$ cat config.mk
export PLATFORM = sky130hd
export DESIGN_NAME = power_mgmt_capability_regs
export DESIGN_NICKNAME = d
export VERILOG_FILES = /design/src/verilog/pm_cap_pkg.sv /design/src/verilog/pm_sync2.sv /design/src/verilog/power_mgmt_capability_regs.sv
export SDC_FILE = /design/constraint.sdc
export NUM_CORES = 1
export LEC_CHECK = 0
export BUFFER_PORTS_ARGS = -buffer_cell sky130_fd_sc_hd__buf_2
export CAP_MARGIN = 20
export CORE_AREA = 4 4 66 68
export CTS_CLUSTER_DIAMETER = 200
export DETAILED_ROUTE_END_ITERATION = 8
export DIE_AREA = 0 0 70 72
export GPL_ROUTABILITY_DRIVEN = 0
export PLACE_DENSITY = 0.75
export SLEW_MARGIN = 20
export SYNTH_ARGS = -nofsm -noshare
export SYNTH_HDL_FRONTEND = slang
export SYNTH_SLANG_ARGS = --single-unit
$ cat constraint.sdc
create_clock -name mclk -period 2.1 [get_ports mclk]
set_clock_uncertainty 0.15 [all_clocks]
set_input_delay 0.525 -clock mclk [delete_from_list [all_inputs] [get_ports mclk]]
set_output_delay 0.525 -clock mclk [all_outputs]
set_load 0.01 [all_outputs]
$ cat src/verilog/pm_cap_pkg.sv
// constants of the power management capability register pair
package pm_cap_pkg;
	localparam logic [11:0] CAP_OFFSET        = 12'h0_0a0;
	localparam logic [11:0] CTRL_OFFSET       = 12'h0_0a4;
	localparam logic [31:0] CAP_RESET         = 32'h7803_c001;
	localparam logic [31:0] CTRL_RESET        = 32'h0000_0008;
	localparam logic [4:0]  WAKE_STATES_DFLT  = 5'h0_f;
	localparam int          WAKE_STATES_LSB   = 27;
	localparam int          STATE2_SUP_BIT    = 26;
	localparam int          STATE1_SUP_BIT    = 25;
	localparam int          AUXILIARY_CURRENT_FIELD_LSB       = 22;
	localparam logic [2:0]  AUXILIARY_CURRENT_FIELD_VALUE     = 3'h0;
	localparam int          DSI_BIT           = 21;
	localparam int          WAKE_CLOCK_BIT    = 19;
	localparam int          VERSION_LSB       = 16;
	localparam logic [2:0]  VERSION_VALUE     = 3'h3;
	localparam int          NEXT_PTR_LSB      = 8;
	localparam logic [7:0]  NEXT_PTR_VALUE    = 8'hc0;
	localparam logic [7:0]  CAPABILITY_IDENTIFIER_VALUE      = 8'h01;
	localparam int          WAKE_STATUS_BIT   = 15;
	localparam int          WAKE_ENABLE_BIT   = 8;
	localparam int          NO_SOFT_RST_BIT   = 3;
	localparam int          POWER_STATE_LSB   = 0;
	localparam logic [1:0]  STATE_D0          = 2'h0;
	localparam logic [1:0]  STATE_D1          = 2'h1;
	localparam logic [1:0]  STATE_D2          = 2'h2;
	localparam logic [1:0]  STATE_D3HOT       = 2'h3;
endpackage

$ cat src/verilog/pm_sync2.sv
// two flip-flop synchroniser for a level
`timescale 1ns/1ns
`default_nettype none
module pm_sync2 (
	input  wire logic mclk,   // clock
	input  wire logic nrst,   // async reset, active low
	input  wire logic din,    // asynchronous level
	output var  logic dout    // synchronised level
);
	logic stage1;

	always_ff @(posedge mclk or negedge nrst) begin
		if (!nrst) begin
			stage1 <= 1'b0;
			dout   <= 1'b0;
		end else begin
			stage1 <= din;
			dout   <= stage1;
		end
	end
endmodule // pm_sync2
`default_nettype wire

$ cat src/verilog/power_mgmt_capability_regs.sv
// power management capability and control/status registers
`timescale 1ns/1ns
`default_nettype none
// Functional notes
// wake-capable states reported in capability bits 31:27, taken from EEPROM setting
// without EEPROM information, wake-capable states read 01111
// state2_supported bit 26 always reads zero
// state1_supported bit 25 always reads zero
// auxiliary current field 24:22 reads 000, self powered
// device-specific initialization bit 21 reads zero
// wake clock bit 19 reads zero
// version field 18:16 reads 011
// next capability pointer 15:8 reads 0xC0
// capability identifier 7:0 reads 0x01
// control/status top byte reads 0x00
// data scale 14:13 and data select 12:9 read zero
// wake status bit 15 always reads zero, writes ignored
// wake enable bit 8 is read/write
// wake enable cleared at power-off, kept across cold-state exit
// no-soft-reset bit 3 always reads one
// power state field 1:0 read/write, 00 D0 to 11 D3hot
// writes of D1 or D2 are ignored, state unchanged
// reserved bits 23:16, 7:4 and 2 read zero
// only wake enable and power state change on writes
module power_mgmt_capability_regs (
	input  wire logic        mclk,          // configuration clock, 10 MHz
	input  wire logic        nrst,          // reset, active low, asynchronous
	input  wire logic        powerOnReset,  // pin: high when reset comes from power-off
	input  wire logic        eepromValid,   // pin: EEPROM contents were loaded
	input  wire logic [4:0]  eepromWakeStates, // wake states from EEPROM, static
	input  wire logic        cfgWrite,      // configuration write strobe
	input  wire logic        cfgRead,       // configuration read strobe
	input  wire logic [11:0] cfgAddr,       // configuration byte address
	input  wire logic [3:0]  cfgByteEn,     // byte enables of the write
	input  wire logic [31:0] cfgWriteData,  // write data
	output var  logic [31:0] cfgReadData,   // read data, registered
	output var  logic        cfgReadValid,  // read data valid, one cycle
	output var  logic        cfgHit,        // address hits this block
	output var  logic [1:0]  powerState,    // current power state
	output var  logic        wakeEnable     // wake event generation permitted
);
	import pm_cap_pkg::*;

	logic rstSync1;
	logic rstSync2;
	logic rst_n;
	logic porLevel;
	logic eeValidSync;
	logic [4:0] eeStatesMeta;
	logic [4:0] eeStatesSync;
	logic [4:0] wakeStates;
	logic [4:0] next_wakeStates;
	logic capturePending;
	logic [31:0] capWord;
	logic [31:0] ctrlWord;
	logic [1:0]  wrState;

	// reset release through two flops
	always_ff @(posedge mclk or negedge nrst) begin
		if (!nrst) begin
			rstSync1 <= 1'b0;
			rstSync2 <= 1'b0;
		end else begin
			rstSync1 <= 1'b1;
			rstSync2 <= rstSync1;
		end
	end
	assign rst_n = rstSync2;

	// the pin synchronisers run on the raw reset so that their levels are
	// already settled at the edge where the internal reset releases
	pm_sync2 uPorSync (
		.mclk (mclk),
		.nrst (nrst),
		.din  (powerOnReset),
		.dout (porLevel)
	);

	pm_sync2 uEeSync (
		.mclk (mclk),
		.nrst (nrst),
		.din  (eepromValid),
		.dout (eeValidSync)
	);

	// the EEPROM setting is a pin level, so it passes two flops as well
	always_ff @(posedge mclk or negedge nrst) begin
		if (!nrst) begin
			eeStatesMeta <= WAKE_STATES_DFLT;
			eeStatesSync <= WAKE_STATES_DFLT;
		end else begin
			eeStatesMeta <= eepromWakeStates;
			eeStatesSync <= eeStatesMeta;
		end
	end

	function automatic logic hits(input logic [11:0] a, input logic [11:0] off);
		hits = (a[11:2] == off[11:2]);
	endfunction

	always_comb begin
		next_wakeStates = eeValidSync ? eeStatesSync : WAKE_STATES_DFLT;
	end

	// the wake states reload every cycle from the synchronised EEPROM setting, or the default without it
	always_ff @(posedge mclk or negedge rst_n) begin
		if (!rst_n) begin
			wakeStates <= WAKE_STATES_DFLT;
		end else begin
			wakeStates <= next_wakeStates;
		end
	end

	always_comb begin
		capWord = 32'h0000_0000;
		capWord[WAKE_STATES_LSB +: 5] = wakeStates;
		capWord[STATE2_SUP_BIT] = 1'b0;
		capWord[STATE1_SUP_BIT] = 1'b0;
		capWord[AUXILIARY_CURRENT_FIELD_LSB +: 3] = AUXILIARY_CURRENT_FIELD_VALUE;
		capWord[DSI_BIT] = 1'b0;
		capWord[WAKE_CLOCK_BIT] = 1'b0;
		capWord[VERSION_LSB +: 3] = VERSION_VALUE;
		capWord[NEXT_PTR_LSB +: 8] = NEXT_PTR_VALUE;
		capWord[7:0] = CAPABILITY_IDENTIFIER_VALUE;
	end

	// top byte, data fields, status and reserved bits stay zero
	always_comb begin
		ctrlWord = 32'h0000_0000;
		ctrlWord[WAKE_ENABLE_BIT] = wakeEnable;
		ctrlWord[NO_SOFT_RST_BIT] = 1'b1;
		ctrlWord[POWER_STATE_LSB +: 2] = powerState;
	end

	assign wrState = cfgWriteData[POWER_STATE_LSB +: 2];

	// power state: D1 and D2 are not implemented, such writes leave the state
	always_ff @(posedge mclk or negedge rst_n) begin
		if (!rst_n) begin
			powerState <= STATE_D0;
		end else if (cfgWrite && hits(cfgAddr, CTRL_OFFSET) && cfgByteEn[0]) begin
			if (wrState == STATE_D0 || wrState == STATE_D3HOT) begin
				powerState <= wrState;
			end
		end
	end

	// wake enable survives a cold-state reset, so it clears only on power-off;
	// the power-off level is sampled after release since async reset takes constants
	always_ff @(posedge mclk or negedge nrst) begin
		if (!nrst) begin
			capturePending <= 1'b1;
		end else if (rstSync2) begin
			capturePending <= 1'b0;
		end
	end

	always_ff @(posedge mclk) begin
		if (capturePending && rstSync2 && porLevel) begin
			wakeEnable <= 1'b0;
		end else if (rst_n && cfgWrite && hits(cfgAddr, CTRL_OFFSET) && cfgByteEn[1]) begin
			wakeEnable <= cfgWriteData[WAKE_ENABLE_BIT];
		end
	end

	assign cfgHit = hits(cfgAddr, CAP_OFFSET) || hits(cfgAddr, CTRL_OFFSET);

	always_ff @(posedge mclk or negedge rst_n) begin
		if (!rst_n) begin
			cfgReadData  <= 32'h0000_0000;
			cfgReadValid <= 1'b0;
		end else begin
			cfgReadValid <= cfgRead;
			if (cfgRead) begin
				if (hits(cfgAddr, CAP_OFFSET)) begin
					cfgReadData <= capWord;
				end else if (hits(cfgAddr, CTRL_OFFSET)) begin
					cfgReadData <= ctrlWord;
				end else begin
					cfgReadData <= 32'h0000_0000;
				end
			end
		end
	end
endmodule // power_mgmt_capability_regs
`default_nettype wire

# After elaboration in Yosys (flattened, before gate mapping)
# Cells that the tools add are included.
# op_classes
n_reduce_logical,11
muxes,3
eq_ne,3
# op_table
op,count
$mux W32,1
$eq A10 B6 Y1 const B,2
$mux W9,1
$logic_and A1 B1 Y1,7
$mux W5,1
$eq A2 B2 Y1 const B,1
$logic_not A2 Y1,1
$logic_or A1 B1 Y1,2
$reduce_and A2 Y1,1
# totals
input_bits,59
elab_cells,31
regBits,58
out_inout_bits,37

# Logic depth before layout (Yosys ltp)
# Gate-level depths: netlist of the first run.
# logic_depth
word_depth,4
depth_mapped,5

# By module
# From an unflattened synthesis of the first run, not the netlist that was laid out.
# unflattened
hier_cells,116
area_unflattened_um2,1482.7
# by_module_without_submodules
mod,instances,seq_area_each_um2,cells_per_inst,area_per_inst_um2
power_mgmt_capability_regs,1,812.0,112,1382.6
pm_sync2,2,50.0,2,50.0

# Worst setup path before layout of the first run
# OpenSTA, ideal clock, no wires.
# synth_path
path_kind,input-to-output
startpoint,input port cfgAddr[10]
endpoint,output port cfgHit
t_required_ns,1.425
slack_ns,-0.015
path_buffers,1
t_arrival_ns,1.440
cell_stages,3
path_cell_list,or2_2 -> clkbuf_1 -> nor3_1
# synth_via
elab_chain_cells,2
# synth_lines
element,line,source
from (decl),power_mgmt_capability_regs.sv:33,"input wire logic [11:0] cfgAddr,"
$eq A10 B6 Y1,power_mgmt_capability_regs.sv:98,hits = (a[11:2] == off[11:2]);
$logic_or A1 B1 Y1 *,power_mgmt_capability_regs.sv:166,"assign cfgHit = hits(cfgAddr, CAP_OFFSET) || hits(cfgAddr, CTRL_OFFSET);"
to (decl),power_mgmt_capability_regs.sv:38,"output var logic cfgHit,"
# Every way passes the cells marked *; elsewhere a longest branch is shown, timed or not.

# Worst setup path after layout of the first run
# layout_path
startpoint,input port cfgAddr[4]
endpoint,output port cfgHit
# The elaborated chain is that of the path after synthesis.

==> flow_summary_export.csv, run 1 <==
group,metric,value,unit
logic_synthesis,ys_ff_latch,36,
final_layout,drive_gt1_share,48.8,%
setup_path,crit_start,"cfgAddr[4]",
timing,whs,0.106,ns
logic_synthesis,synth_edf_count,0,
clock_network,cts_buffers,5,
logic_synthesis,yosysUniqueCellTypes,30,
detailed_routing,drcViolationCount,0,
setup_path,crit_top_cell,"buf_2",
setup_path,r2r_start,"rstSync2",
detailed_routing,ant_nets,0,
logic_synthesis,yosysSeqAreaShare,61.7,%
logic_synthesis,synth_area,0.00148,mm2
clock_network,insertion_delay,0.28,ns
die,io_pins,96,
die,core_area,0.00386,mm2
global_routing,grt_max_degree,21,
clock_network,cts_root_buf,"clkbuf_8",
setup_path,cp.required,1.42,ns
global_routing,grt_pass1_wl,3.87,mm
timing,fin_crit,2.04,ns
timing,layout_setup_ws,0.0598,ns
die,initial_core_util,38.4,%
place,pre_cts_slack,0.0227,ns
timing,finalHoldViolCount,0,
clock_network,htreeDepth,2,
clock_network,cts.path.max_buffers,2,
setup_path,rrSetupSlack,0.91,ns
global_routing,antenna_found_initial,0,
timing,max_freq,490,MHz
global_routing,grtUsageTotal,9.75,%
die,die_h,72,um
setup_path,critical_path_arrival,1.37,ns
setup_path,cp-start-kind,"input port",
setup_path,criticalPathCategory,"in -> out",
die,die_w,70,um
final_layout,utilization,46.8,%
logic_synthesis,synth.yosys.warnings,0,
setup_path,cpPeakStageDelay,0.34,ns
logic_synthesis,async_reset_ff_share,97.2,%
detailed_routing,dr.pass1.iters,4,
setup_path,rr_worst_depth,4,
die,num_rows,23,
setup_path,rr_endpoint,"wakeEnable",
setup_path,cp-end-kind,"output pin",
final_layout,nFillCells,371,
detailed_routing,drt_iter0_drc,37,
detailed_routing,vias_per_cell,4.29,
detailed_routing,drt_wl_total,2.37,mm
final_layout,area_growth,22.0,%
clock_network,cts_tree,"done",
die,fp.dieArea,0.00504,mm2
final_layout,multi_input_area,440,um2
final_layout,final_cell_mix,"buf_2, dfrtp_1, conb_1",
final_layout,seq_area,912,um2
timing,timing.setup.tns,0,ns
timing,period_share,97.2,%
logic_synthesis,syn_avg_cell_area,12.7,um2
timing,setup_viol,0,
place,port_buffers,43,
logic_synthesis,syn_inst,116,
final_layout,num_antenna_cells,0,
global_routing,grt-ovfl-total,0,
setup_path,crit_path_top_delay_cell,"nand4bb_2",
job,drv_cap,0,
final_layout,layout_commonest_cell,"buf_2",
clock_network,cts.sink_count,36,
place,hpwlAfterDp,1.74,mm
logic_synthesis,synth_top_flop_cell,"dfrtp_1",
timing,grt_setup_unrepaired,"no",
setup_path,crit_path_cell_trace,"buf_2 > nand4bb_2 > nor3_4 > buf_2",
hold_path,min_path_type,"reg -> async",
detailed_routing,routed-via-count,909,
timing,final_max_slew_viol_count,0,
global_routing,first_global_vias,880,
final_layout,nets,220,
pwr,power_density,806,mW/mm2
setup_path,path_max_fanout,6,
status,outcome,"finished, final reports clean",
pwr,max-vdd-ir-drop,0.480,mV
pwr,p_leak,0.885,nW
clock_network,clk_pin_slew,0.07,ns
detailed_routing,drt-wirelength-per-cell,11.2,um
==> worst max-delay path: cells and delay by family <==
| family | cells | cell delay (ns) |
|---|---|---|
| and+or+nand+nor | 2 | 0.58 |
| buffers and inverters | 2 | 0.25 |
==> stage by stage <==
| stage | std cells | power [mW] | area [um2] |
|---|---|---|---|
| 2_1_floorplan | 134 | 0.812 | 1550 |
| 3_3_place_gp | 203 | 0.822 | 1660 |
| 3_5_place_dp | 203 | 0.825 | 1660 |
| 4_1_cts | 212 | 1.47 | 1790 |
| 5_1_grt | 212 | 1.53 | 1800 |
| 6_report | 212 | 1.46 | 1800 |
==> worst max path at each step <==
stage	to	slack, ns	cells after the start
floorplan	cfgHit	0.14	2
global placement	cfgHit	0.03	4
detailed placement	cfgHit	0.02	4
CTS	cfgHit	0.02	4
global route	cfgHit	0.008	4
finish	cfgHit	0.06	4
==> flip-flops by register name, indices dropped and copies added (netlist names) <==
signal and count:
uPorSync.dout 1, rstSync1 1, powerState 2, uEeSync.stage1 1, capturePending 1, cfgReadData 10
rstSync2 1, wakeEnable 1, wakeStates 5, cfgReadValid 1, eeStatesSync 5, eeStatesMeta 5
uPorSync.stage1 1, uEeSync.dout 1
==> Yosys cell counts (5+ instances only) <==
cell	instances	area (um2)
buf_4	22	165
dfrtp_1	22	551
dfstp_2	13	342
nand2_1	8	30.0
inv_1	6	22.5
nand2b_1	5	31.3
nor2b_1	5	31.3
o22ai_2	5	62.6
==> timing repair <==
action	CTS	global route
hold buffers	1	0
setup endpoints to repair	0	1
setup buffers	0	0
endpoints found under the hold margin	8	0
gates resized for setup	0	2
==> power breakdown <==
group | internal [mW] | switching, mW
combinational | 0.0299 | 0.0562
clock | 0.418 | 0.220
sequential | 0.724 | 0.00602
==> logic make-up after synthesis <==
| kind of cell | count (synthesis) | synth area share (%) |
|---|---|---|
| AND/OR/NAND/NOR | 29 | 11.8 |
| other | 2 | 0.508 |
| multiplexers | 2 | 2.20 |
| AO/OA/AOI/OAI | 15 | 9.64 |
| flip-flops | 36 | 61.7 |
| buffers and inverters | 32 | 14.2 |
==> per-layer routing <==
layer  up-vias  track usage [%]  share of wire, %
li1        433                -                 -
met1       432             11.4                39
met2        40             15.5                51
met3         4             4.85               9.7
met4         0             3.62              0.97
met5         -                0                 0
==> area by class of cell <==
cell class | instances | area share [%]
Clock buffer | 7 | 5.34
Clock inverter | 1 | 1.66
Tap cell | 50 | 3.47
Sequential cell | 36 | 50.6
Timing Repair Buffer | 46 | 13.3
Inverter | 6 | 1.25
Multi-Input combinational cell | 66 | 24.4
No activity file was read; power rests on OpenSTA's default activity.
==> run 2: changes to the inputs <==
==> constraint.sdc (replaced) <==
create_clock -name mclk -period 2.3 [get_ports mclk]
set_clock_uncertainty 0.15 [all_clocks]
set_input_delay 0.575 -clock mclk [delete_from_list [all_inputs] [get_ports mclk]]
set_output_delay 0.575 -clock mclk [all_outputs]
set_load 0.01 [all_outputs]
==> flow_summary_export.csv, run 2 (synthesis gave the netlist of run 1 again) <==
group,metric,value,unit
global_routing,grtUsageTotal,8.67,%
global_routing,grt_pass1_wl,3.44,mm
global_routing,grt-ovfl-total,0,
setup_path,cp-end-kind,"output pin",
global_routing,antenna_found_initial,0,
final_layout,layout_commonest_cell,"buf_2",
hold_path,min_path_type,"in -> async",
place,post_dp_cell_area,0.00167,mm2
global_routing,first_global_vias,799,
clock_network,ctsResizeCount,0,
clock_network,cts_setup_buffers,0,
die,core_area,0.00386,mm2
pwr,p_int,932,uW
timing,grt_setup_unrepaired,"no",
setup_path,crit_path_cell_trace,"buf_2 > or3_4 > nor3_1 > buf_2",
setup_path,path_delay_family,"simple AND/OR/NAND/NOR gates",
detailed_routing,routed-via-count,880,
pwr,max-vdd-ir-drop,0.486,mV
pwr,combPwrFrac,6.4,%
place,port_buffers,43,
final_layout,largest-register,"cfgReadData",
timing,fin_crit,2.20,ns
setup_path,crit_path_top_delay_cell,"or3_4",
timing,max_freq,454,MHz
status,outcome,"finished, final reports clean",
detailed_routing,drt-wirelength-per-cell,10.2,um
detailed_routing,dr.pass1.iters,2,
clock_network,htreeDepth,2,
final_layout,nets,221,
clock_network,cts.sink_count,36,
die,die_w,70,um
timing,final_max_slew_viol_count,0,
place,place_inst,205,
die,io_pins,96,
detailed_routing,drt_wl_total,2.17,mm
final_layout,num_antenna_cells,0,
final_layout,drive_gt1_share,47.2,%
pwr,clkPwrFrac,36.9,%
clock_network,clk_pin_slew,0.06,ns
clock_network,cts_hold_buf,0,
clock_network,cts_root_buf,"clkbuf_8",
die,num_rows,23,
job,drv_cap,0,
setup_path,cp-start-kind,"input port",
setup_path,criticalPathCategory,"in -> out",
setup_path,cpPeakStageDelay,0.38,ns
clock_network,cts_tree,"done",
timing,period_share,95.9,%
final_layout,largest_reg_flops,10,
timing,timing.setup.tns,0,ns
pwr,power_density,669,mW/mm2
detailed_routing,vias_per_cell,4.13,
clock_network,insertion_delay,0.27,ns
pwr,fin_total_pwr,1.17,mW
final_layout,final_cells,213,
pwr,p_sw_share,20.7,%
timing,whs,0.0503,ns
timing,setup_viol,0,
setup_path,critical_path_arrival,1.48,ns
clock_network,cts.path.max_buffers,2,
clock_network,cts_buffers,5,
final_layout,finalInstanceArea,0.00176,mm2
detailed_routing,ant_nets,0,
final_layout,area_growth,18.8,%
setup_path,cp.required,1.57,ns
timing,finalHoldViolCount,0,
place,hpwlAfterDp,1.68,mm
die,die_h,72,um
detailed_routing,drcViolationCount,0,
pwr,p_sw,243,uW
die,initial_core_util,38.4,%
pwr,p_leak,0.858,nW
setup_path,cp_num_buf_inv,2,
detailed_routing,drt_iter0_drc,30,
setup_path,rrSetupSlack,1.13,ns
setup_path,crit_top_cell,"buf_2",
global_routing,grt_max_degree,21,
pwr,pwr-share-seq,56.8,%
die,fp.dieArea,0.00504,mm2
final_layout,final_cell_mix,"buf_2, dfrtp_1, conb_1",
setup_path,path_max_fanout,2,
run 2: metrics by stage:
stage                     setup slack (ns)  util [%]
after global placement              0.0984      43.2
after global routing                0.0462      45.6
final                               0.0950      45.6
after CTS                           0.0887      45.6
after detailed placement            0.0895      43.2
after floorplan                     0.0854         -
run 2: path summary, 6_finish.rpt:
check / depth (start not counted) / startpoint / to
worst max-delay path: 4 / cfgAddr[9] / cfgHit
worst min-delay path: 1 / nrst / eeStatesMeta[4]
worst max register to register: 4 / rstSync2 / wakeEnable
worst min register to register: 1 / rstSync2 / powerState[0]
max in group asynchronous: 1 / rstSync2 / wakeStates[3]
min in group mclk: 0 / rstSync1 / rstSync2
run 2: cell type report:
| type | instances | area, um2 |
|---|---|---|
| inverter | 6 | 22.5 |
| sequential | 36 | 912 |
| multi-input combinational | 66 | 424 |
| timing repair buffer | 47 | 245 |
| fill | 357 | 2100 |
| clock buffer | 8 | 90.1 |
| tap | 50 | 62.6 |
run 2: power by group through the flow:
stage | clock (mW) | sequential (mW) | combinational, mW
after detailed placement | 0 | 0.678 | 0.0754
after global placement | 0 | 0.677 | 0.0737
final | 0.433 | 0.667 | 0.0749
after global routing | 0.484 | 0.669 | 0.0852
after CTS | 0.452 | 0.667 | 0.0754
after floorplan | 0 | 0.682 | 0.0591
run 2: per-layer routing:
| layer | up-vias | wire length, um | global-route usage, % |
|---|---|---|---|
| met3 | 4 | 231 | 4.02 |
| met2 | 41 | 1010 | 13.1 |
| met5 | - | 0 | 0 |
| met4 | 0 | 23 | 3.83 |
| met1 | 394 | 910 | 10.7 |
| li1 | 441 | - | - |
